===== src/core/pll_clock_generator_control_pkg.sv =====
// Constants, register map and state encodings for the clock generator control block.
package pll_clock_generator_control_pkg;

  ////////////////////////////////////////////////////////////////////////////////
  localparam int          DATA_W         = 32;
  localparam int          ADDR_W         = 32;
  localparam int          DEC_W          = 8;
  localparam int          MULT_W         = 12;
  localparam int          RANGE_W        = 8;
  localparam int          REFDIV_W       = 4;
  localparam int          PRE_W          = 4;
  localparam int          CNT_W          = 16;
  localparam int          CENTER_W       = RANGE_W + 3;

  ////////////////////////////////////////////////////////////////////////////////
  localparam logic [DEC_W-1:0] CTRL_OFFSET   = 8'h00;
  localparam logic [DEC_W-1:0] BW_OFFSET     = 8'h04;
  localparam logic [DEC_W-1:0] MULT_OFFSET   = 8'h08;
  localparam logic [DEC_W-1:0] RANGE_OFFSET  = 8'h0C;
  localparam logic [DEC_W-1:0] REFDIV_OFFSET = 8'h10;
  localparam logic [DEC_W-1:0] CFG_OFFSET    = 8'h14;

  localparam int CTRL_IE_BIT    = 7;
  localparam int CTRL_FLAG_BIT  = 6;
  localparam int CTRL_PON_BIT   = 5;
  localparam int CTRL_BSEL_BIT  = 4;
  localparam int CTRL_PRE_LSB   = 2;
  localparam int CTRL_EXP_LSB   = 0;
  localparam int BW_AUTO_BIT    = 7;
  localparam int BW_LOCK_BIT    = 6;
  localparam int BW_TRK_BIT     = 5;
  localparam int CFG_HALVE_BIT  = 0;

  localparam logic [MULT_W-1:0]   MULT_RESET   = 12'h001;
  localparam logic [RANGE_W-1:0]  RANGE_RESET  = 8'h00;
  localparam logic [REFDIV_W-1:0] REFDIV_RESET = 4'h1;

  ////////////////////////////////////////////////////////////////////////////////
  localparam logic [CNT_W-1:0] LOCK_TOL_CYCLES  = 16'h0004;
  localparam logic [CNT_W-1:0] TRACK_TOL_CYCLES = 16'h0010;
  localparam logic [CNT_W-1:0] CNT_MAX          = 16'hFFFF;
  localparam logic [1:0]       SWITCH_EDGES     = 2'h3;

  typedef enum logic [1:0] {
    SRC_OSC_HALF = 2'b00,
    SRC_OSC_FULL = 2'b01,
    SRC_VCO_HALF = 2'b10
  } src_e;

  typedef enum logic {
    SEL_RUN  = 1'b0,
    SEL_HOLD = 1'b1
  } sel_phase_e;

endpackage : pll_clock_generator_control_pkg


===== src/core/mod_divider.sv =====
// Modulo event divider: one output pulse per factor input ticks.
`timescale 1ns/100ps
module mod_divider #(
  parameter int W = 4
) (
  input  wire logic         sys_clk,
  input  wire logic         rst,
  input  wire logic         enable,
  input  wire logic         tick,
  input  wire logic [W-1:0] factor,
  output logic              pulse
);

  typedef struct packed {
    logic [W-1:0] cnt;
    logic         pulse;
  } state_s;

  state_s       s;
  state_s       next_s;
  logic [W-1:0] eff;

  ////////////////////////////////////////////////////////////////////////////////
  assign eff = (factor == '0) ? W'(1) : factor;

  always_comb begin
    next_s       = s;
    next_s.pulse = 1'b0;
    if (!enable) begin
      next_s.cnt = '0;
    end else if (tick) begin
      if (s.cnt >= eff - W'(1)) begin
        next_s.cnt   = '0;
        next_s.pulse = 1'b1;
      end else begin
        next_s.cnt = s.cnt + W'(1);
      end
    end
  end

  always_ff @(posedge sys_clk) begin
    if (rst) begin
      s <= '0;
    end else begin
      s <= next_s;
    end
  end

  assign pulse = s.pulse;

endmodule : mod_divider


===== src/core/pin_sync.sv =====
// Three-stage pin synchroniser with agreement filter and rising-edge pulse.
`timescale 1ns/100ps
module pin_sync (
  input  wire logic sys_clk,
  input  wire logic rst,
  input  wire logic pinIn,
  output logic      level,
  output logic      rise
);

  typedef struct packed {
    logic s1;
    logic s2;
    logic s3;
    logic level;
    logic rise;
  } state_s;

  state_s s;
  state_s next_s;

  ////////////////////////////////////////////////////////////////////////////////
  always_comb begin
    next_s       = s;
    next_s.s1    = pinIn;
    next_s.s2    = s.s1;
    next_s.s3    = s.s2;
    next_s.rise  = 1'b0;
    // A change counts only once the second and third stages agree.
    if (s.s2 == s.s3) begin
      next_s.level = s.s3;
      next_s.rise  = s.s3 & ~s.level;
    end
  end

  always_ff @(posedge sys_clk) begin
    if (rst) begin
      s <= '0;
    end else begin
      s <= next_s;
    end
  end

  assign level = s.level;
  assign rise  = s.rise;

endmodule : pin_sync


===== src/core/pll_clock_generator_control.sv =====
// Digital control of the loop clock generator with its AHB-Lite register slave.
//
// Decided for this implementation: register access over AHB-Lite and the address map.
`timescale 1ns/100ps

// Functional notes
// - Base clock from exactly one of three sources.
// - Manual mode forces lock interrupt enable clear.
// - Manual mode reads lock flag and lock zero.
// - Auto mode makes tracking select read-only status.
// - Loop off or zero range clears source select.
// - Loop on locks the programming fields.
// - Loop source selected forces power on set.
// - Reference divided by modulo factor R.
// - VCO prescaled by 2^P, then modulo N.
// - Feedback multiplier spans 1 to 4095.
// - Phase detector emits direction-signed correction pulses.
// - Lock detector compares frequencies per reference period.
// - Tracking whenever tracking select reads one.
// - Auto mode switches acquisition and tracking automatically.
// - Lock indicator follows tolerance in auto mode.
// - Enabled lock toggle raises interrupt request.
// - Manual mode disables lock and interrupts.
// - Center code equals L times 2^E.
// - Zero R or N behaves as one.
// - Zero linear range disables loop, forces oscillator.
// - Switch holds output, waits three edges each.
// - Halve bypass passes oscillator clock straight through.
module pll_clock_generator_control (
  input  wire logic                                              sys_clk,
  input  wire logic                                              rst,
  input  wire logic                                              hsel,
  input  wire logic [pll_clock_generator_control_pkg::ADDR_W-1:0] haddr,
  input  wire logic [1:0]                                        htrans,
  input  wire logic                                              hwrite,
  input  wire logic [2:0]                                        hsize,
  input  wire logic [pll_clock_generator_control_pkg::DATA_W-1:0] hwdata,
  input  wire logic                                              hready,
  output logic                                                   hreadyout,
  output logic [pll_clock_generator_control_pkg::DATA_W-1:0]      hrdata,
  output logic                                                   hresp,
  input  wire logic                                              oscClock,
  input  wire logic                                              loopRefClock,
  input  wire logic                                              vcoClock,
  output logic                                                   baseClockOut,
  output logic                                                   dividedVcoClock,
  output logic                                                   finalReferenceClock,
  output logic                                                   feedbackClock,
  output logic                                                   pumpUp,
  output logic                                                   pumpDown,
  output logic                                                   trackingMode,
  output logic                                                   loopEnable,
  output logic [pll_clock_generator_control_pkg::CENTER_W-1:0]    vcoCenterCode,
  output logic                                                   cpuIrq
);
  import pll_clock_generator_control_pkg::*;

  typedef struct packed {
    logic                lockIrqEnable;
    logic                lockChangeFlag;
    logic                loopPowerOn;
    logic                baseSourceSelect;
    logic [1:0]          prescale;
    logic [1:0]          rangeExp;
    logic                lockBandwidthAuto;
    logic                trackingSelect;
    logic [MULT_W-1:0]   feedbackMult;
    logic [RANGE_W-1:0]  vcoRangeFactor;
    logic [REFDIV_W-1:0] refDivide;
    logic                halveBypass;
    logic                dataWrite;
    logic [DEC_W-1:0]    dataAddr;
    logic [DATA_W-1:0]   rdata;
    logic                pumpUp;
    logic                pumpDown;
    logic [CNT_W-1:0]    refCnt;
    logic [CNT_W-1:0]    fbCnt;
    logic [CNT_W-1:0]    fbPeriod;
    logic                lockDet;
    logic                trackDet;
    sel_phase_e          selPhase;
    src_e                selCur;
    src_e                selPend;
    logic [1:0]          oldEdges;
    logic [1:0]          newEdges;
    logic                baseClk;
    logic                vcoHalf;
  } state_s;

  state_s s;
  state_s next_s;

  logic              oscLevel;
  logic              oscRise;
  logic              refRise;
  logic              vcoRise;
  logic              refPulse;
  logic              vcoDivPulse;
  logic              fbPulse;
  logic              loopOn;
  logic [PRE_W-1:0]  prescaleFactor;

  ////////////////////////////////////////////////////////////////////////////////
  // Every clock pin is sampled, so all loop events live in the bus clock domain.
  pin_sync oscSync (
    .sys_clk (sys_clk),
    .rst     (rst),
    .pinIn   (oscClock),
    .level   (oscLevel),
    .rise    (oscRise)
  );

  pin_sync refSync (
    .sys_clk (sys_clk),
    .rst     (rst),
    .pinIn   (loopRefClock),
    .level   (),
    .rise    (refRise)
  );

  pin_sync vcoSync (
    .sys_clk (sys_clk),
    .rst     (rst),
    .pinIn   (vcoClock),
    .level   (),
    .rise    (vcoRise)
  );

  ////////////////////////////////////////////////////////////////////////////////
  assign loopOn         = s.loopPowerOn && (s.vcoRangeFactor != '0);
  assign prescaleFactor = PRE_W'(4'h1 << s.prescale);

  mod_divider #(.W(REFDIV_W)) refDivider (
    .sys_clk (sys_clk),
    .rst     (rst),
    .enable  (loopOn),
    .tick    (refRise),
    .factor  (s.refDivide),
    .pulse   (refPulse)
  );

  mod_divider #(.W(PRE_W)) vcoPrescaler (
    .sys_clk (sys_clk),
    .rst     (rst),
    .enable  (loopOn),
    .tick    (vcoRise),
    .factor  (prescaleFactor),
    .pulse   (vcoDivPulse)
  );

  mod_divider #(.W(MULT_W)) fbDivider (
    .sys_clk (sys_clk),
    .rst     (rst),
    .enable  (loopOn),
    .tick    (vcoDivPulse),
    .factor  (s.feedbackMult),
    .pulse   (fbPulse)
  );

  ////////////////////////////////////////////////////////////////////////////////
  always_comb begin
    logic             accept;
    logic             lockToggle;
    logic [CNT_W-1:0] diff;
    logic             oldEdge;
    logic             newEdge;
    src_e             wanted;
    accept     = 1'b0;
    lockToggle = 1'b0;
    diff       = '0;
    oldEdge    = 1'b0;
    newEdge    = 1'b0;
    wanted     = SRC_OSC_HALF;
    next_s     = s;

    // Data phase of a write.
    if (s.dataWrite) begin
      case (s.dataAddr)
        CTRL_OFFSET: begin
          if (s.lockBandwidthAuto) begin
            next_s.lockIrqEnable = hwdata[CTRL_IE_BIT];
          end
          // Power and selection never change together: each sees the other's old value.
          next_s.baseSourceSelect = (s.loopPowerOn && s.vcoRangeFactor != '0) ?
                                    hwdata[CTRL_BSEL_BIT] : 1'b0;
          next_s.loopPowerOn = s.baseSourceSelect ? 1'b1 : hwdata[CTRL_PON_BIT];
          if (!s.loopPowerOn) begin
            next_s.prescale = hwdata[CTRL_PRE_LSB +: 2];
            next_s.rangeExp = hwdata[CTRL_EXP_LSB +: 2];
          end
        end
        BW_OFFSET: begin
          next_s.lockBandwidthAuto = hwdata[BW_AUTO_BIT];
          if (!s.lockBandwidthAuto) begin
            next_s.trackingSelect = hwdata[BW_TRK_BIT];
          end
        end
        MULT_OFFSET: begin
          if (!s.loopPowerOn) begin
            next_s.feedbackMult = hwdata[MULT_W-1:0];
          end
        end
        RANGE_OFFSET: begin
          if (!s.loopPowerOn) begin
            next_s.vcoRangeFactor = hwdata[RANGE_W-1:0];
          end
        end
        REFDIV_OFFSET: begin
          if (!s.loopPowerOn) begin
            next_s.refDivide = hwdata[REFDIV_W-1:0];
          end
        end
        CFG_OFFSET: begin
          next_s.halveBypass = hwdata[CFG_HALVE_BIT];
        end
        default: begin
        end
      endcase
    end

    if (!next_s.lockBandwidthAuto) begin
      next_s.lockIrqEnable = 1'b0;
    end
    if (!next_s.loopPowerOn || next_s.vcoRangeFactor == '0) begin
      next_s.baseSourceSelect = 1'b0;
    end
    if (next_s.baseSourceSelect) begin
      next_s.loopPowerOn = 1'b1;
    end

    ////////////////////////////////////////////////////////////////////////////////
    // Phase-frequency detector: the leading clock opens its pump until the other arrives.
    if (!loopOn) begin
      next_s.pumpUp   = 1'b0;
      next_s.pumpDown = 1'b0;
    end else begin
      next_s.pumpUp   = s.pumpUp | refPulse;
      next_s.pumpDown = s.pumpDown | fbPulse;
      if (next_s.pumpUp && next_s.pumpDown) begin
        next_s.pumpUp   = 1'b0;
        next_s.pumpDown = 1'b0;
      end
    end

    // Lock detector: feedback period against reference period, judged per reference edge.
    if (!loopOn) begin
      next_s.refCnt   = '0;
      next_s.fbCnt    = '0;
      next_s.fbPeriod = '0;
      next_s.lockDet  = 1'b0;
      next_s.trackDet = 1'b0;
    end else begin
      if (s.refCnt != CNT_MAX) begin
        next_s.refCnt = s.refCnt + CNT_W'(1);
      end
      if (s.fbCnt != CNT_MAX) begin
        next_s.fbCnt = s.fbCnt + CNT_W'(1);
      end
      if (fbPulse) begin
        next_s.fbPeriod = s.fbCnt;
        next_s.fbCnt    = '0;
      end
      if (refPulse) begin
        next_s.refCnt = '0;
        diff = (s.refCnt > s.fbPeriod) ? s.refCnt - s.fbPeriod : s.fbPeriod - s.refCnt;
        next_s.lockDet  = (s.fbPeriod != '0) && (diff <= LOCK_TOL_CYCLES);
        next_s.trackDet = (s.fbPeriod != '0) && (diff <= TRACK_TOL_CYCLES);
      end
    end

    ////////////////////////////////////////////////////////////////////////////////
    // Base clock selector with glitch-free hand-over.
    if (s.baseSourceSelect) begin
      wanted = SRC_VCO_HALF;
    end else if (s.halveBypass) begin
      wanted = SRC_OSC_FULL;
    end else begin
      wanted = SRC_OSC_HALF;
    end
    if (vcoDivPulse) begin
      next_s.vcoHalf = ~s.vcoHalf;
    end
    oldEdge = (s.selCur == SRC_VCO_HALF) ? vcoDivPulse : oscRise;
    newEdge = (s.selPend == SRC_VCO_HALF) ? vcoDivPulse : oscRise;
    unique case (s.selPhase)
      SEL_RUN: begin
        if (wanted != s.selCur) begin
          next_s.selPhase = SEL_HOLD;
          next_s.selPend  = wanted;
          next_s.oldEdges = '0;
          next_s.newEdges = '0;
        end else begin
          unique case (s.selCur)
            SRC_OSC_FULL: next_s.baseClk = oscLevel;
            SRC_OSC_HALF: next_s.baseClk = oscRise ? ~s.baseClk : s.baseClk;
            SRC_VCO_HALF: next_s.baseClk = vcoDivPulse ? ~s.baseClk : s.baseClk;
            default:      next_s.baseClk = s.baseClk;
          endcase
        end
      end
      SEL_HOLD: begin
        // The output stays frozen until both clocks have shown their edges.
        if (oldEdge && s.oldEdges != SWITCH_EDGES) begin
          next_s.oldEdges = s.oldEdges + 2'h1;
        end
        if (newEdge && s.newEdges != SWITCH_EDGES) begin
          next_s.newEdges = s.newEdges + 2'h1;
        end
        if (s.oldEdges == SWITCH_EDGES && s.newEdges == SWITCH_EDGES) begin
          next_s.selCur   = s.selPend;
          next_s.selPhase = SEL_RUN;
        end
      end
    endcase

    ////////////////////////////////////////////////////////////////////////////////
    // Address phase; read data reflects any write finishing in this same cycle.
    accept           = hsel && hready && htrans[1];
    next_s.dataWrite = accept && hwrite;
    next_s.dataAddr  = haddr[DEC_W-1:0];
    if (accept && !hwrite) begin
      next_s.rdata = '0;
      case (haddr[DEC_W-1:0])
        CTRL_OFFSET: begin
          next_s.rdata[CTRL_IE_BIT]             = next_s.lockIrqEnable;
          next_s.rdata[CTRL_FLAG_BIT]           = next_s.lockChangeFlag &
                                                  next_s.lockBandwidthAuto;
          next_s.rdata[CTRL_PON_BIT]            = next_s.loopPowerOn;
          next_s.rdata[CTRL_BSEL_BIT]           = next_s.baseSourceSelect;
          next_s.rdata[CTRL_PRE_LSB +: 2]       = next_s.prescale;
          next_s.rdata[CTRL_EXP_LSB +: 2]       = next_s.rangeExp;
        end
        BW_OFFSET: begin
          next_s.rdata[BW_AUTO_BIT] = next_s.lockBandwidthAuto;
          next_s.rdata[BW_LOCK_BIT] = next_s.lockBandwidthAuto & next_s.lockDet;
          next_s.rdata[BW_TRK_BIT]  = next_s.lockBandwidthAuto ? next_s.trackDet :
                                      next_s.trackingSelect;
        end
        MULT_OFFSET:   next_s.rdata[MULT_W-1:0]   = next_s.feedbackMult;
        RANGE_OFFSET:  next_s.rdata[RANGE_W-1:0]  = next_s.vcoRangeFactor;
        REFDIV_OFFSET: next_s.rdata[REFDIV_W-1:0] = next_s.refDivide;
        CFG_OFFSET:    next_s.rdata[CFG_HALVE_BIT] = next_s.halveBypass;
        default: begin
        end
      endcase
      if (haddr[DEC_W-1:0] == CTRL_OFFSET) begin
        next_s.lockChangeFlag = 1'b0;
      end
    end

    // A lock change in the cycle of a clearing read still sets the flag.
    lockToggle = s.lockBandwidthAuto && (next_s.lockDet != s.lockDet);
    if (lockToggle) begin
      next_s.lockChangeFlag = 1'b1;
    end
    if (!next_s.lockBandwidthAuto) begin
      next_s.lockChangeFlag = 1'b0;
    end
  end

  always_ff @(posedge sys_clk) begin
    if (rst) begin
      s                <= '0;
      s.feedbackMult   <= MULT_RESET;
      s.vcoRangeFactor <= RANGE_RESET;
      s.refDivide      <= REFDIV_RESET;
      s.selPhase       <= SEL_RUN;
      s.selCur         <= SRC_OSC_HALF;
      s.selPend        <= SRC_OSC_HALF;
    end else begin
      s <= next_s;
    end
  end

  ////////////////////////////////////////////////////////////////////////////////
  assign hreadyout           = 1'b1;
  assign hresp               = 1'b0;
  assign hrdata              = s.rdata;
  assign baseClockOut        = s.baseClk;
  assign dividedVcoClock     = s.vcoHalf;
  assign finalReferenceClock = refPulse;
  assign feedbackClock       = fbPulse;
  assign pumpUp              = s.pumpUp;
  assign pumpDown            = s.pumpDown;
  assign trackingMode        = s.lockBandwidthAuto ? s.trackDet : s.trackingSelect;
  assign loopEnable          = loopOn;
  assign vcoCenterCode       = CENTER_W'({3'b000, s.vcoRangeFactor} << s.rangeExp);
  assign cpuIrq              = s.lockChangeFlag & s.lockIrqEnable &
                               s.lockBandwidthAuto;

endmodule : pll_clock_generator_control


===== config.mk =====
export PLATFORM = sky130hd
export DESIGN_NAME = pll_clock_generator_control
export DESIGN_NICKNAME = d
export VERILOG_FILES = /design/src/core/pll_clock_generator_control_pkg.sv /design/src/core/mod_divider.sv /design/src/core/pin_sync.sv /design/src/core/pll_clock_generator_control.sv
export SDC_FILE = /design/constraint.sdc
export NUM_CORES = 1
export LEC_CHECK = 0
export BUFFER_PORTS_ARGS = -buffer_cell sky130_fd_sc_hd__buf_2
export CELL_PAD_IN_SITES_DETAIL_PLACEMENT = 2
export CELL_PAD_IN_SITES_GLOBAL_PLACEMENT = 2
export CORE_AREA = 8 8 173 175
export DETAILED_ROUTE_END_ITERATION = 10
export DIE_AREA = 0 0 181 183
export PLACE_DENSITY = 0.8
export SETUP_SLACK_MARGIN = 0.1
export SYNTH_ARGS = -nofsm -noshare
export SYNTH_HDL_FRONTEND = slang
export SYNTH_SLANG_ARGS = --single-unit

===== constraint.sdc =====
create_clock -name sys_clk -period 4.1 [get_ports sys_clk]
set_input_delay 0.82 -clock sys_clk [delete_from_list [all_inputs] [get_ports sys_clk]]
set_output_delay 0.82 -clock sys_clk [all_outputs]
set_load 0.05 [all_outputs]

# Yosys cells after proc, flatten, opt, wreduce, memory -nomap -nowiden
# Index checks and enable logic that the tools add are counted.
# Widths: inputs -> output; s select.
dict set report totals {
  regBits 157
  ramBits 0
  word_cells 223
  latchBits 0
  romBits 0
  n_memories 0
  in_bits 77
}
dict set report op_classes {
  n_eq_ne 29
  shifts 2
  muxes 56
  n_reduce_logical 44
  div_mod_pow 0
  magnitude_cmp 6
  n_bitwise 24
  n_mul 0
  n_addsub 12
}
# op count
set op_table {}
lappend op_table {{$mux 12} 4}
lappend op_table {{$mux 4} 9}
lappend op_table {{$mux 33} 1}
lappend op_table {{$add 16x1->16 const B} 2}
lappend op_table {{$eq 8x4->1 const B} 4}
lappend op_table {{$eq 8x5->1 const B} 4}
lappend op_table {{$ne 16x16->1 const B} 2}
lappend op_table {{$sub 16x16->16} 2}
lappend op_table {{$logic_not 8->1} 3}
lappend op_table {{$mux 1} 24}
lappend op_table {{$pmux 3 s4} 2}
lappend op_table {{$reduce_or 3->1} 6}
lappend op_table {{$eq 8x3->1 const B} 2}
lappend op_table {{$gt 16x16->1} 1}
lappend op_table {{$le 16x3->1 const B} 1}
lappend op_table {{$le 16x5->1 const B} 1}
lappend op_table {{$mux 16} 1}
lappend op_table {{$mux 8} 2}
lappend op_table {{$reduce_bool 16->1} 1}
lappend op_table {{$not 1->1} 15}
lappend op_table {{$add 12x1->12 const B} 1}
lappend op_table {{$ge 12x12->1} 1}
lappend op_table {{$logic_and 1x1->1} 12}
lappend op_table {{$logic_not 12->1} 1}
lappend op_table {{33 further kinds} 71}

# Logic depth before layout (Yosys ltp)
# Gate-level depths: netlist of the first run.
dict set report logic_depth {
  depth_word 10
  depth_mapped 18
  depth_no_buf 17
}

# By module
# From an unflattened synthesis of the first run, not the netlist that was laid out.
dict set report unflattened {
  hier_cells 1168
  area_unflattened_um2 9874.5
}
# module instances area_each_um2 cells_per_inst
set modules_own_cells {}
lappend modules_own_cells {pll_clock_generator_control 1 7722.4 941}
lappend modules_own_cells {{mod_divider at fbDivider} 1 1012.2 123}
lappend modules_own_cells {{mod_divider at refDivider ...} 2 346.6 34}
lappend modules_own_cells {pin_sync 3 148.9 12}

# Least setup slack after synthesis of the first run
# Ideal clock, no wire load.
dict set report synth_path {
  path_kind {register to register}
  start {reg s[119] (netlist bit)}
  end {reg fbDivider.s[10] (netlist bit)}
  path_stages_with_launch 19
  n_path_buf 1
  path_slack_ns 0.431
  arrival_time_ns 3.604
  path_cell_list {dfxtp_1 -> nor2_1 -> nand2_1 -> nor4_1 -> or4b_2 -> nor2_1 -> nor2_1 -> ha_1 -> ha_1 -> a21o_1 -> a21o_1 -> a21o_1 -> a21o_1 -> a21oi_1 -> o21ai_0 -> a31oi_1 -> o21ai_0 -> clkbuf_1 -> nor2_1}
}
dict set report synth_between {
  elab_chain_len 5
}
# element line_no
set synth_lines {}
lappend synth_lines {{start, declared} pll_clock_generator_control.sv:90} ;# state_s s;
lappend synth_lines {{start signal, assigned} pll_clock_generator_control.sv:371} ;# s <= next_s;
lappend synth_lines {{$logic_not 12->1} mod_divider.sv:24} ;# assign eff = (factor == '0) ? W'(1) : factor;
lappend synth_lines {{$mux 12 *} mod_divider.sv:24}
lappend synth_lines {{$sub 12x1->12 *} mod_divider.sv:32} ;# if (s.cnt >= eff - W'(1)) begin
lappend synth_lines {{$ge 12x12->1 *} mod_divider.sv:32}
lappend synth_lines {{$mux 12 *} mod_divider.sv:32}
lappend synth_lines {{end signal, assigned} mod_divider.sv:45} ;# s <= next_s;
lappend synth_lines {{end, declared} mod_divider.sv:19} ;# state_s s;
# Mark *: on every way between the ends. The rest lies on a longest branch, timed or not.
# A chain may end at the register's enable or synchronous reset.

# Worst setup path in the final report of the first run
dict set report layout_path {
  start {reg s[13] (netlist bit)}
  end {reg s (netlist bit hrdata[5])}
}
dict set report layout_between {
  elab_chain_len 8
  elab_cells_between_ends 11
  cone_classes {add/sub: 2; order compare: 2; mux: 5; reduce/logical: 2}
}
# element line_no
set layout_lines {}
lappend layout_lines {{$sub 16x16->16 / $gt 16x16->1 (equally long branches)} pll_clock_generator_control.sv:265} ;# diff = (s.refCnt > s.fbPeriod) ? s.refCnt - s.fbPeriod : s.fbPeriod - s.refCnt;
lappend layout_lines {{$mux 16} pll_clock_generator_control.sv:265}
lappend layout_lines {{$le 16x5->1} pll_clock_generator_control.sv:267} ;# next_s.trackDet = (s.fbPeriod != '0) && (diff <= TRACK_TOL_CYCLES);
lappend layout_lines {{$logic_and 1x1->1 *} pll_clock_generator_control.sv:267}
lappend layout_lines {{$mux 2 *} pll_clock_generator_control.sv:263} ;# if (refPulse) begin
lappend layout_lines {{$mux 2 *} pll_clock_generator_control.sv:246} ;# if (!loopOn) begin
lappend layout_lines {{$mux 1 *} pll_clock_generator_control.sv:336} ;# next_s.rdata[BW_TRK_BIT] = next_s.lockBandwidthAuto ? next_s.trackDet :
lappend layout_lines {{$pmux 3 s4 *} pll_clock_generator_control.sv:323} ;# case (haddr[DEC_W-1:0])
# Marks and branches as above.

==> results of run 1 <==
[synth_stat cells (all sizes together) (10+ instances only)]
master / instances / area [um2]
clkbuf: 28 / 105.1
mux2i: 77 / 770.7
nor3: 20 / 100.1
nand3: 42 / 210.2
and3: 12 / 75.07
ha: 59 / 738.2
nor2: 167 / 626.9
inv: 57 / 214.0
nor2b: 32 / 200.2
a31oi: 10 / 62.56
nand2: 81 / 304.0
xnor2: 37 / 324.1
or3: 12 / 80.08
a21oi: 66 / 334.1
nand4: 15 / 93.84
a21o: 17 / 127.6
buf: 53 / 349.1
o21ai: 46 / 230.2
dfxtp: 157 / 3143
xor2: 25 / 219.0
nor4: 17 / 106.4
[final timing paths]
kind / slack [ps] / end / cells past startpoint / startpoint
max: 230 / hrdata[5]$_SDFFE_PP0P_ / 13 / s[13]$_SDFFE_PP0P_
max reg2reg: 230 / hrdata[5]$_SDFFE_PP0P_ / 13 / s[13]$_SDFFE_PP0P_
min reg2reg: 460 / oscSync.next_s[2]$_SDFF_PP0_ / 1 / oscSync.next_s[3]$_SDFF_PP0_
min: 460 / oscSync.next_s[2]$_SDFF_PP0_ / 1 / oscSync.next_s[3]$_SDFF_PP0_
[metal layers]
layer / vias up / global-route usage, % / routed length [um]
met3: 39 / 3.344 / 940
met2: 137 / 32.35 / 15030
met5: - / 0 / 0
li1: 3983 / - / -
met1: 4079 / 21.24 / 13110
met4: 0 / 6.888 / 710
[state kept, by name (all words and copies together), names as in the netlist, 2 cells and up]
signal / cells
fbDivider.s: 12
s: 103
oscSync.next_s: 2
hrdata: 12
vcoSync.next_s: 2
refDivider.s: 4
refSync.next_s: 2
vcoPrescaler.s: 4
[worst reg2reg max path: cells and delay by family, from the launching register on]
family          cells  cell delay, ps
compound gates      6            1650
simple gates        4             990
fa+ha+maj           2             630
flops               1             440
buf+inv             1              60
[cells by family (layout without fill, tap and decap cells)]
kind of cell	after synthesis	count (layout)
compound gates	200	200
xor+xnor	62	62
fa+ha+maj	61	61
buf+inv	138	173
flops	157	157
mux	82	82
other cells	2	22
simple gates	440	440
[what timing repair did]
item                                    4_1_cts  5_1_grt
resized for setup                             1       15
gates cloned                                  0        1
pin swaps                                     1        5
buffers inserted                              1        4
endpoints found under the setup margin       11       15
[final cells by class]
class / count / area, um2
Tap cell: 346 / 432.9
Clock inverter: 14 / 203.9
Timing Repair Buffer: 84 / 484.2
Clock buffer: 18 / 439.2
Inverter: 57 / 214.0
Multi-Input combinational cell: 867 / 5695
Fill cell: 3129 / 16710
Sequential cell: 157 / 3144
[power by group through the flow]
stage / clock (uW) / combinational (uW) / sequential, uW
floorplan: 0 / 96.0 / 1570
global placement: 0 / 112 / 1570
detailed placement: 0 / 113 / 1570
CTS: 1820 / 114 / 1540
global route: 1890 / 122 / 1540
finish: 1770 / 114 / 1540
[per-stage QoR]
step | utilization (%) | std cells | power, uW
final | 38.85 | 1543 | 3426
after global routing | 38.85 | 1543 | 3549
after CTS | 38.54 | 1538 | 3474
after detailed placement | 36.14 | 1505 | 1686
after global placement | 36.14 | 1505 | 1685
after floorplan | - | 1162 | 1667
[cell usage in the layout, fill, tap and decap left out, types with 11 or more instances in the layout]
cell type	Yosys	final
a21o_1	17	17
a21oi_1	65	63
and3_1	12	12
buf_2	9	60
buf_4	35	23
clkbuf_16	0	17
conb_1	2	22
dfxtp_1	157	156
ha_1	59	58
inv_1	57	57
mux2i_1	77	77
nand2_1	81	80
nand3_1	42	42
nand4_1	15	15
nor2_1	167	165
nor2b_1	32	32
nor3_1	20	20
nor4_1	17	16
o21ai_0	45	43
or3_1	11	11
xnor2_1	37	37
xor2_1	25	25
==> key figures, run 1 <==
Pwr
  • Clk pwr share: 51.8%
  • Combinational power share: 3.3%
  • Static Leak: 0.004232 uW
  • Internal power: 2605 uW
  • Sw Ratio: 23.94%
  • Pwr Density: 322.8 nW/um2
  • Peak VDD IR: 0.0002485 V
  • Sequential Power Share: 44.9%
  • Sw power: 820.2 uW

GRT
  • Initial antenna violation count: 0
  • GRT overflow: 0
  • Largest net degree at the start of global routing: 30
  • Vias in the first global route: 8964
  • GRT Total Usage: 18.07%
  • First-pass GRT wire length: 48310 um

Logic synthesis
  • Post-synthesis sequential area ratio: 33.49%
  • Adder-cell share of the synthesized area: 8.292%
  • Area share of and/or/nand/nor cells after synthesis: 22.81%
  • Synth Area per Inst: 8.218 um2
  • Largest family of logic cells by synthesized area: simple AND/OR/NAND/NOR gates
  • Prevailing post-synth register cell: dfxtp_1
  • Post-Syn Instances: 1142
  • Post-synthesis mux area share: 8.852%
  • Distinct cell type count after synthesis: 69
  • YS warnings: 0
  • Xor/xnor share of the synthesized area: 5.786%
  • Compound-Gate Fraction of Synth Area: 13.57%
  • Post-synth EDFFs: 0
  • Yosys reg bits: 157
  • Async S/R FF share, synth: 0%
  • Post-Syn Area: 9385 um2

Critical path
  • Worst Path Arrival: 4220 ps
  • Critical path cell sequence: ha_1, inv_1, fa_1, a21o_1, a221oi_2, nand2_1, a2111o_1, o211ai_1, and4_1, a31o_2, nand4b_4, or4_4, a221oi_2
  • CP Max Fanout: 6
  • Critical Path End Type: register
  • Kind of critical path: reg2reg
  • Critical Path Most Common Cell: a221oi_2
  • Startpoint Class: register
  • Delay of the slowest critical-path stage: 540 ps
  • Worst endpoint required time: 4450 ps
  • Delay-heaviest family, CP: compound AO/OA/AOI/OAI gates
  • Slowest-stage cell, CP: or4_4
  • Worst path buffer plus inverter count: 1

Timing
  • Final Hold Viols: 0
  • Setup TNS Final: 0 ps
  • Setup violators final: 0
  • Clock skew: 16.25 ps
  • Measured slew at the worst slew-check pin: 938.6 ps
  • Hold WS: 463.3 ps
  • RSZ-0062 raised after global routing: true
  • Max Clock Freq: 258.4 MHz
  • Post-layout min period: 3869 ps
  • Worst slew margin: 36.85%
  • Period utilization: 94.38%
  • Final Slew Violations: 0
  • Fin worst setup slack: 230.6 ps

Floorplan
  • Die width: 181 um
  • IO Pins: 131
  • Die H: 183 um
  • DIE AREA: 33120 um2
  • # rows: 61
  • Core area: 27320 um2
  • Initial Util: 34.35%

Clock tree
  • Later-pin clock latency in the skew report: 440 ps
  • CTS tree: yes
  • CTS buffer count: 17
  • Clock sinks: 157
  • CTS root buf: clkbuf_16
  • H-tree depth: 4
  • CTS Buffer Depth: 2
  • Clock transition at path regs: 70 ps
  • CTS Hold Bufs: 0

Run status
  • Outcome: complete, no violations

Worst hold path
  • HP Class: reg2reg

Layout
  • Ant. Diodes: 0
  • Cell area after layout: 10610 um2
  • Share of layout cells above drive strength 1: 12.11%
  • Layout Nets: 1322
  • Layout area overhead: 13.09%

Placed design
  • Hpwl dp: 22520 um
  • GP Congestion: 0.8079
  • Worst slack, placed: 77.25 ps
  • PortBufs: 60
  • Placed cell areas: 9874 um2

Route
  • DRC: 0
  • Vias per cell: 5.339
  • Routed via count: 8238
  • DR WL/cell: 19.30 um
  • Post-Route WL: 29790 um
  • Initial DRT Pass Iterations: 4
  • DR iter-0 viols: 315
  • Routed Antenna Nets: 0

Flow run
  • Max capacitance violation total: 0
(Power assumes the default switching activity.)
==> inputs of run 2 (changes only) <==
--- a/config.mk
+++ b/config.mk
@@ -5,13 +5,14 @@
 export SDC_FILE = /design/constraint.sdc
 export NUM_CORES = 1
 export LEC_CHECK = 0
+export ABC_AREA = 1
 export BUFFER_PORTS_ARGS = -buffer_cell sky130_fd_sc_hd__buf_2
 export CELL_PAD_IN_SITES_DETAIL_PLACEMENT = 2
 export CELL_PAD_IN_SITES_GLOBAL_PLACEMENT = 2
-export CORE_AREA = 8 8 173 175
+export CORE_AREA = 8 8 183 185
 export DETAILED_ROUTE_END_ITERATION = 10
-export DIE_AREA = 0 0 181 183
-export PLACE_DENSITY = 0.8
+export DIE_AREA = 0 0 191 193
+export PLACE_DENSITY = 0.79
 export SETUP_SLACK_MARGIN = 0.1
 export SYNTH_ARGS = -nofsm -noshare
 export SYNTH_HDL_FRONTEND = slang
==> run 2 against run 1 <==
  * Global-route usage is 0.34 points higher
  * Total power decreased by 4.9%
  * Largest power group unchanged
  * First-iteration DRC count up 11%
  * Sequential share of layout area shrank 0.56 points
  * Clock power is 9% lower
  * Hold slack lost 57 ps
  * Non-clock buffer count fell by 16
  * Maximum frequency up 13%
  * Clock skew fell by 4.0 ps
==> key figures, run 2 <==
Placed design
  • PortBufs: 60
  • GP Congestion: 0.8647
  • Placed cell areas: 10230 um2
  • Worst slack, placed: 710.4 ps
  • Hpwl dp: 26630 um

Logic synthesis
  • Area contributors post-synth: dfxtp_1, nand2_1, inv_1, nor2_1, ha_1
  • Post-Syn Area: 9649 um2
  • Post-synthesis sequential area ratio: 32.57%
  • Xor/xnor share of the synthesized area: 3.268%
  • Synth Area per Inst: 6.692 um2
  • Most numerous cell in the Yosys netlist: nand2_1
  • YS warnings: 0
  • Post-synth top area share: 32.57%
  • Largest family of logic cells by synthesized area: simple AND/OR/NAND/NOR gates
  • Compound-Gate Fraction of Synth Area: 13.89%
  • Post-synthesis mux area share: 0.6224%
  • Adder-cell share of the synthesized area: 8.065%
  • Prevailing post-synth register cell: dfxtp_1
  • Yosys reg bits: 157
  • Area share of and/or/nand/nor cells after synthesis: 28.94%
  • Post-synth EDFFs: 0
  • Async S/R FF share, synth: 0%
  • Distinct cell type count after synthesis: 48
  • Yosys top cell by area: dfxtp_1
  • Top cells by instance count after synthesis: nand2_1, inv_1, nor2_1, dfxtp_1, a21oi_1
  • Post-Syn Instances: 1442

Clock tree
  • CTS Buffer Depth: 2
  • Clock sinks: 157
  • # Post-CTS Setup Buffers: 0
  • CTS tree: yes
  • Post-cts sizing count: 0
  • CTS Hold Bufs: 0
  • CTS root buf: clkbuf_16
  • Clock transition at path regs: 80 ps
  • H-tree depth: 4
  • Later-pin clock latency in the skew report: 440 ps
  • CTS buffer count: 17

Timing
  • Final Hold Viols: 0
  • Measured slew at the worst slew-check pin: 771.2 ps
  • RSZ-0062 raised after global routing: false
  • Period utilization: 83.64%
  • Final Slew Violations: 0
  • Post-layout min period: 3429 ps
  • Setup TNS Final: 0 ps
  • Worst slew margin: 48.19%
  • Clock skew: 12.23 ps
  • Max Clock Freq: 291.6 MHz
  • Fin worst setup slack: 670.9 ps
  • Setup violators final: 0

Critical path
  • Slowest-stage cell, CP: ha_1
  • Worst path buffer plus inverter count: 1
  • Kind of critical path: reg2reg
  • Delay-heaviest family, CP: simple AND/OR/NAND/NOR gates
  • Delay of the slowest critical-path stage: 410 ps
  • Critical path cell sequence: inv_1, ha_1, a21oi_1, nand2_1, a21oi_1, nand2_2, nand2_4, nand3_1, nor2_1, nand2_1, nand2_1, nand3_2, nand2_1, nand2_1, nand2_1, nand2_1, nand2_1, nand2_1, nand2_1, nand2_1, a21oi_2
  • Startpoint Class: register
  • Worst endpoint required time: 4460 ps
  • Critical Path End Type: register
  • CP Max Fanout: 13
  • Critical Path Most Common Cell: nand2_1
  • Worst Path Arrival: 3790 ps

GRT
  • Vias in the first global route: 10670
  • GRT Total Usage: 18.41%
  • Initial antenna violation count: 0
  • Largest net degree at the start of global routing: 64
  • GRT overflow: 0
  • First-pass GRT wire length: 54630 um

Layout
  • Biggest register: s
  • Commonest cells after routing, fill and taps aside: nand2_1, inv_1, nor2_1
  • Ant. Diodes: 0
  • Fill cells: 3760
  • Layout Nets: 1630
  • FF+latch area: 3143 um2
  • Commonest non-fill, non-tap cell in the layout: nand2_1
  • Layout area overhead: 12.06%
  • Share of layout cells above drive strength 1: 9.037%
  • Area of the multi-input gates: 5369 um2
  • Max FFs per register: 103
  • Cell area after layout: 10810 um2

Route
  • Routed via count: 9526
  • Post-Route WL: 33520 um
  • DR iter-0 viols: 351
  • Routed Antenna Nets: 0
  • DRC: 0
  • Initial DRT Pass Iterations: 4
  • Vias per cell: 4.995
  • DR WL/cell: 17.58 um

Floorplan
  • IO Pins: 131
  • Die H: 193 um
  • Core area: 30820 um2
  • DIE AREA: 36860 um2
  • Initial Util: 31.31%
  • # rows: 65
  • Die width: 191 um

Pwr
  • Static Leak: 0.004884 uW
  • Total power draw: 3258 uW
  • Peak VDD IR: 0.0001999 V
  • Pwr Density: 301.3 nW/um2

Run status
  • Outcome: complete, no violations

Worst hold path
  • HP Class: reg2reg

Flow run
  • Max capacitance violation total: 0
-- run 2: changes by cell type after synthesis, sizes merged, moves of 21 or more --
cell / previous run / this run
nor2: 167 / 209
o21ai: 46 / 67
a21oi: 66 / 109
inv: 57 / 224
nand2: 81 / 302
nor2b: 32 / 0
mux2i: 77 / 6
xnor2: 37 / 9
o22ai: 5 / 28
-- run 2: area by class of cell --
| type | instances | area share (%) |
|---|---|---|
| tap | 402 | 4.652 |
| sequential | 157 | 29.07 |
| multi-input combinational | 1020 | 49.65 |
| clock inverter | 14 | 1.412 |
| inverter | 228 | 7.915 |
| timing repair buffer | 68 | 3.333 |
| clock buffer | 18 | 3.969 |
-- run 2: kinds of logic after synthesis --
| group | after synthesis |
|---|---|
| and+or+nand+nor | 658 |
| buffers and inverters | 285 |
| AOI/OAI and AO/OA | 237 |
| DFF | 157 |
| adders and majority gates | 61 |
| xor gates and xnor gates | 36 |
| muxes | 6 |
| other | 2 |
-- run 2: final timing paths --
| check | startpoint | to | slack (ps) | cells past startpoint |
|---|---|---|---|---|
| worst max-delay path | s[24]$_SDFFE_PP0P_ | hrdata[5]$_SDFFE_PP0P_ | 670 | 21 |
| worst min-delay path | oscSync.next_s[3]$_SDFF_PP0_ | oscSync.next_s[2]$_SDFF_PP0_ | 410 | 2 |
| worst max register to register | s[24]$_SDFFE_PP0P_ | hrdata[5]$_SDFFE_PP0P_ | 670 | 21 |
| worst min register to register | oscSync.next_s[3]$_SDFF_PP0_ | oscSync.next_s[2]$_SDFF_PP0_ | 410 | 2 |
-- run 2: worst register-to-register path, cell delays in order, from the launching register on --
cell     delay (ps)
dfxtp_1         380
inv_1            80
ha_1            410
a21oi_1         300
nand2_1         130
a21oi_1         350
nand2_2         150
nand2_4         190
nand3_1         100
nor2_1          110
nand2_1          60
nand2_1         140
nand3_2         120
nand2_1         110
nand2_1         140
nand2_1         150
nand2_1          60
nand2_1          50
nand2_1          40
nand2_1          80
nand2_1          70
a21oi_2         130
-- run 2: power by group --
part	switching (uW)	total [uW]	internal (uW)
Combinational	91.1	111	19.9
Sequential	4.71	1540	1530
Clock	747	1610	863
Total	843	3260	2420
-- run 2: stage by stage --
| stage | utilization (%) | hold WS (ps) | cells |
|---|---|---|---|
| after global placement | 33.19 | 396.9 | 1875 |
| after CTS | 35.08 | 410.8 | 1907 |
| after detailed placement | 33.19 | 399.1 | 1875 |
| after floorplan | - | 388.3 | 1462 |
| after global routing | 35.08 | 432.5 | 1907 |
| final | 35.08 | 406.1 | 1907 |
-- run 2: routing by layer --
layer / track usage, % / vias up / wire length (um)
li1: - / 4689 / -
met1: 21.54 / 4641 / 14880
met2: 33.62 / 141 / 16860
met3: 2.626 / 55 / 791
met4: 6.802 / 0 / 988
met5: 0 / - / 0
==> inputs of run 3 (changes only) <==
--- a/config.mk
+++ b/config.mk
@@ -9,10 +9,10 @@
 export BUFFER_PORTS_ARGS = -buffer_cell sky130_fd_sc_hd__buf_2
 export CELL_PAD_IN_SITES_DETAIL_PLACEMENT = 2
 export CELL_PAD_IN_SITES_GLOBAL_PLACEMENT = 2
-export CORE_AREA = 8 8 183 185
+export CORE_AREA = 8 8 192 194
 export DETAILED_ROUTE_END_ITERATION = 10
-export DIE_AREA = 0 0 191 193
-export PLACE_DENSITY = 0.79
+export DIE_AREA = 0 0 200 202
+export PLACE_DENSITY = 0.75
 export SETUP_SLACK_MARGIN = 0.1
 export SYNTH_ARGS = -nofsm -noshare
 export SYNTH_HDL_FRONTEND = slang
==> constraint.sdc (replaced) <==
create_clock -name sys_clk -period 2.8 [get_ports sys_clk]
set_input_delay 0.56 -clock sys_clk [delete_from_list [all_inputs] [get_ports sys_clk]]
set_output_delay 0.56 -clock sys_clk [all_outputs]
set_load 0.05 [all_outputs]
==> run 3 against run 2 <==
  * The run now ends with negative setup slack left
  * Critical path depth increased by 3
  * Clock-buffer cell count rose by 3
  * Die area is 9.6% higher
  * First-iteration DRC count rose by 32%
  * Global-route usage is 0.45 points higher
  * Total power is 45% higher
==> key figures, run 3 (synthesis results as in run 2) <==
Floorplan
  • DIE AREA: 40400 um2
  • # rows: 68
  • Initial Util: 28.42%
  • Core area: 33950 um2
  • Die H: 202 um
  • IO Pins: 131
  • Die width: 200 um

Clock tree
  • CTS buffer count: 17
  • Clock transition at path regs: 70 ps
  • CTS tree: yes
  • CTS root buf: clkbuf_16
  • Later-pin clock latency in the skew report: 460 ps
  • CTS Buffer Depth: 2
  • Clock sinks: 157
  • H-tree depth: 4

Pwr
  • Pwr Density: 359.8 nW/um2
  • Total power draw: 4711 uW
  • Static Leak: 0.005841 uW
  • Peak VDD IR: 0.0005448 V

Route
  • Vias per cell: 4.993
  • DR iter-0 viols: 462
  • Initial DRT Pass Iterations: 5
  • Post-Route WL: 44100 um
  • Routed Antenna Nets: 0
  • DRC: 0
  • DR WL/cell: 20.69 um
  • Routed via count: 10640

Flow run
  • Max capacitance violation total: 0

Placed design
  • Hpwl dp: 28720 um
  • GP Congestion: 0.8601
  • PortBufs: 60
  • Placed cell areas: 11350 um2
  • Dpl cells: 2065
  • Worst slack, placed: -341.3 ps

GRT
  • GRT Total Usage: 18.86%
  • Largest net degree at the start of global routing: 56
  • GRT overflow: 0
  • Vias in the first global route: 11560
  • First-pass GRT wire length: 60600 um
  • Initial antenna violation count: 0

Layout
  • Max FFs per register: 103
  • Share of layout cells above drive strength 1: 28.52%
  • Layout Nets: 1801
  • Biggest register: s
  • Ant. Diodes: 0
  • Commonest non-fill, non-tap cell in the layout: nand2_1
  • Layout area overhead: 35.69%
  • Cell area after layout: 13090 um2
  • Final Core Density: 38.57%
  • Commonest cells after routing, fill and taps aside: nand2_1, inv_1, nor2_1
  • Post-Layout Cell Count: 2131

Timing
  • Max Clock Freq: 315.8 MHz
  • Period utilization: 113.1%
  • Post-layout min period: 3166 ps
  • Measured slew at the worst slew-check pin: 653.0 ps
  • Fin worst setup slack: -366.3 ps
  • Clock skew: 25.25 ps
  • Final Hold Viols: 0
  • Setup violators final: 15
  • Final Slew Violations: 0
  • RSZ-0062 raised after global routing: true
  • Worst slew margin: 56.42%

Run status
  • Outcome: complete, but fails checks
  • Failing checks: negative setup slack

Critical path
  • Critical Path End Type: register
  • Kind of critical path: reg2reg
  • Delay-heaviest family, CP: simple AND/OR/NAND/NOR gates
  • CP Max Fanout: 5
  • Critical Path Most Common Cell: nand2_1
  • Slowest-stage cell, CP: dfxtp_2
  • Startpoint Class: register
  • Worst endpoint required time: 3180 ps
  • Delay of the slowest critical-path stage: 370 ps
  • Worst path buffer plus inverter count: 5
  • Worst Path Arrival: 3550 ps
  • Critical path cell sequence: inv_4, ha_4, buf_6, nand2_4, nor2_4, nand4_1, nor2_4, inv_4, nand2_8, buf_6, nand2_1, o21ai_1, inv_1, nand2_1, nand4_1, nor2_4, nand2_2, nand2_2, nand2_4, nand2_2, nand2_1, nand2_1, nand2_1, a21oi_2

Worst hold path
  • HP Class: in2reg
## run 3: worst reg2reg max path, stage by stage (launching register included)
cell	delay (ps)
dfxtp_2	370
inv_4	70
ha_4	310
buf_6	120
nand2_4	50
nor2_4	110
nand4_1	190
nor2_4	220
inv_4	90
nand2_8	110
buf_6	100
nand2_1	70
o21ai_1	120
inv_1	110
nand2_1	90
nand4_1	140
nor2_4	150
nand2_2	90
nand2_2	90
nand2_4	90
nand2_2	70
nand2_1	50
nand2_1	90
nand2_1	70
a21oi_2	120
## run 3: final cells by class
| cell class | count | area [um2] |
|---|---|---|
| Clock buffer | 21 | 460.4 |
| Clock inverter | 11 | 83.83 |
| Fill cell | 3987 | 20860 |
| Inverter | 228 | 869.6 |
| Multi-Input combinational cell | 1020 | 6208 |
| Sequential cell | 157 | 3167 |
| Tap cell | 455 | 569.3 |
| Timing Repair Buffer | 239 | 1734 |
## run 3: through the flow
stage | hold slack, ps | setup TNS, ps
5_1_grt | 329.1 | -4901
3_3_place_gp | 392.2 | -2374
4_1_cts | 300.0 | -1319
3_5_place_dp | 398.6 | -4901
6_report | 315.4 | -2169
2_1_floorplan | 388.3 | 0
## run 3: routing by layer
layer  global-route usage [%]  share of wire, %
met5                        0                 0
met4                    6.991               4.2
met2                    35.17                54
met1                    20.65                39
met3                    3.543               2.8
## run 3: what timing repair did
action | in CTS | in global routing
pin swaps | 47 | 78
hold buffers | 0 | 0
resized for setup | 102 | 139
buffers inserted | 13 | 21
cloned | 1 | 0
setup endpoints to repair | 31 | 21
## run 3: worst paths after layout
kind	start	to	slack [ps]	cells after the start
max	s[15]$_SDFFE_PP0P_	hrdata[6]$_SDFFE_PP0P_	-370	24
min	oscClock	oscSync.next_s[3]$_SDFF_PP0_	320	3
max reg2reg	s[15]$_SDFFE_PP0P_	hrdata[6]$_SDFFE_PP0P_	-370	24
min reg2reg	refSync.next_s[3]$_SDFF_PP0_	refSync.next_s[2]$_SDFF_PP0_	410	2
## run 3: where the power goes
part / switching [uW] / total (uW) / internal [uW]
clock: 1100 / 2290 / 1190
combinational: 137 / 170 / 32.5
sequential: 6.61 / 2250 / 2240
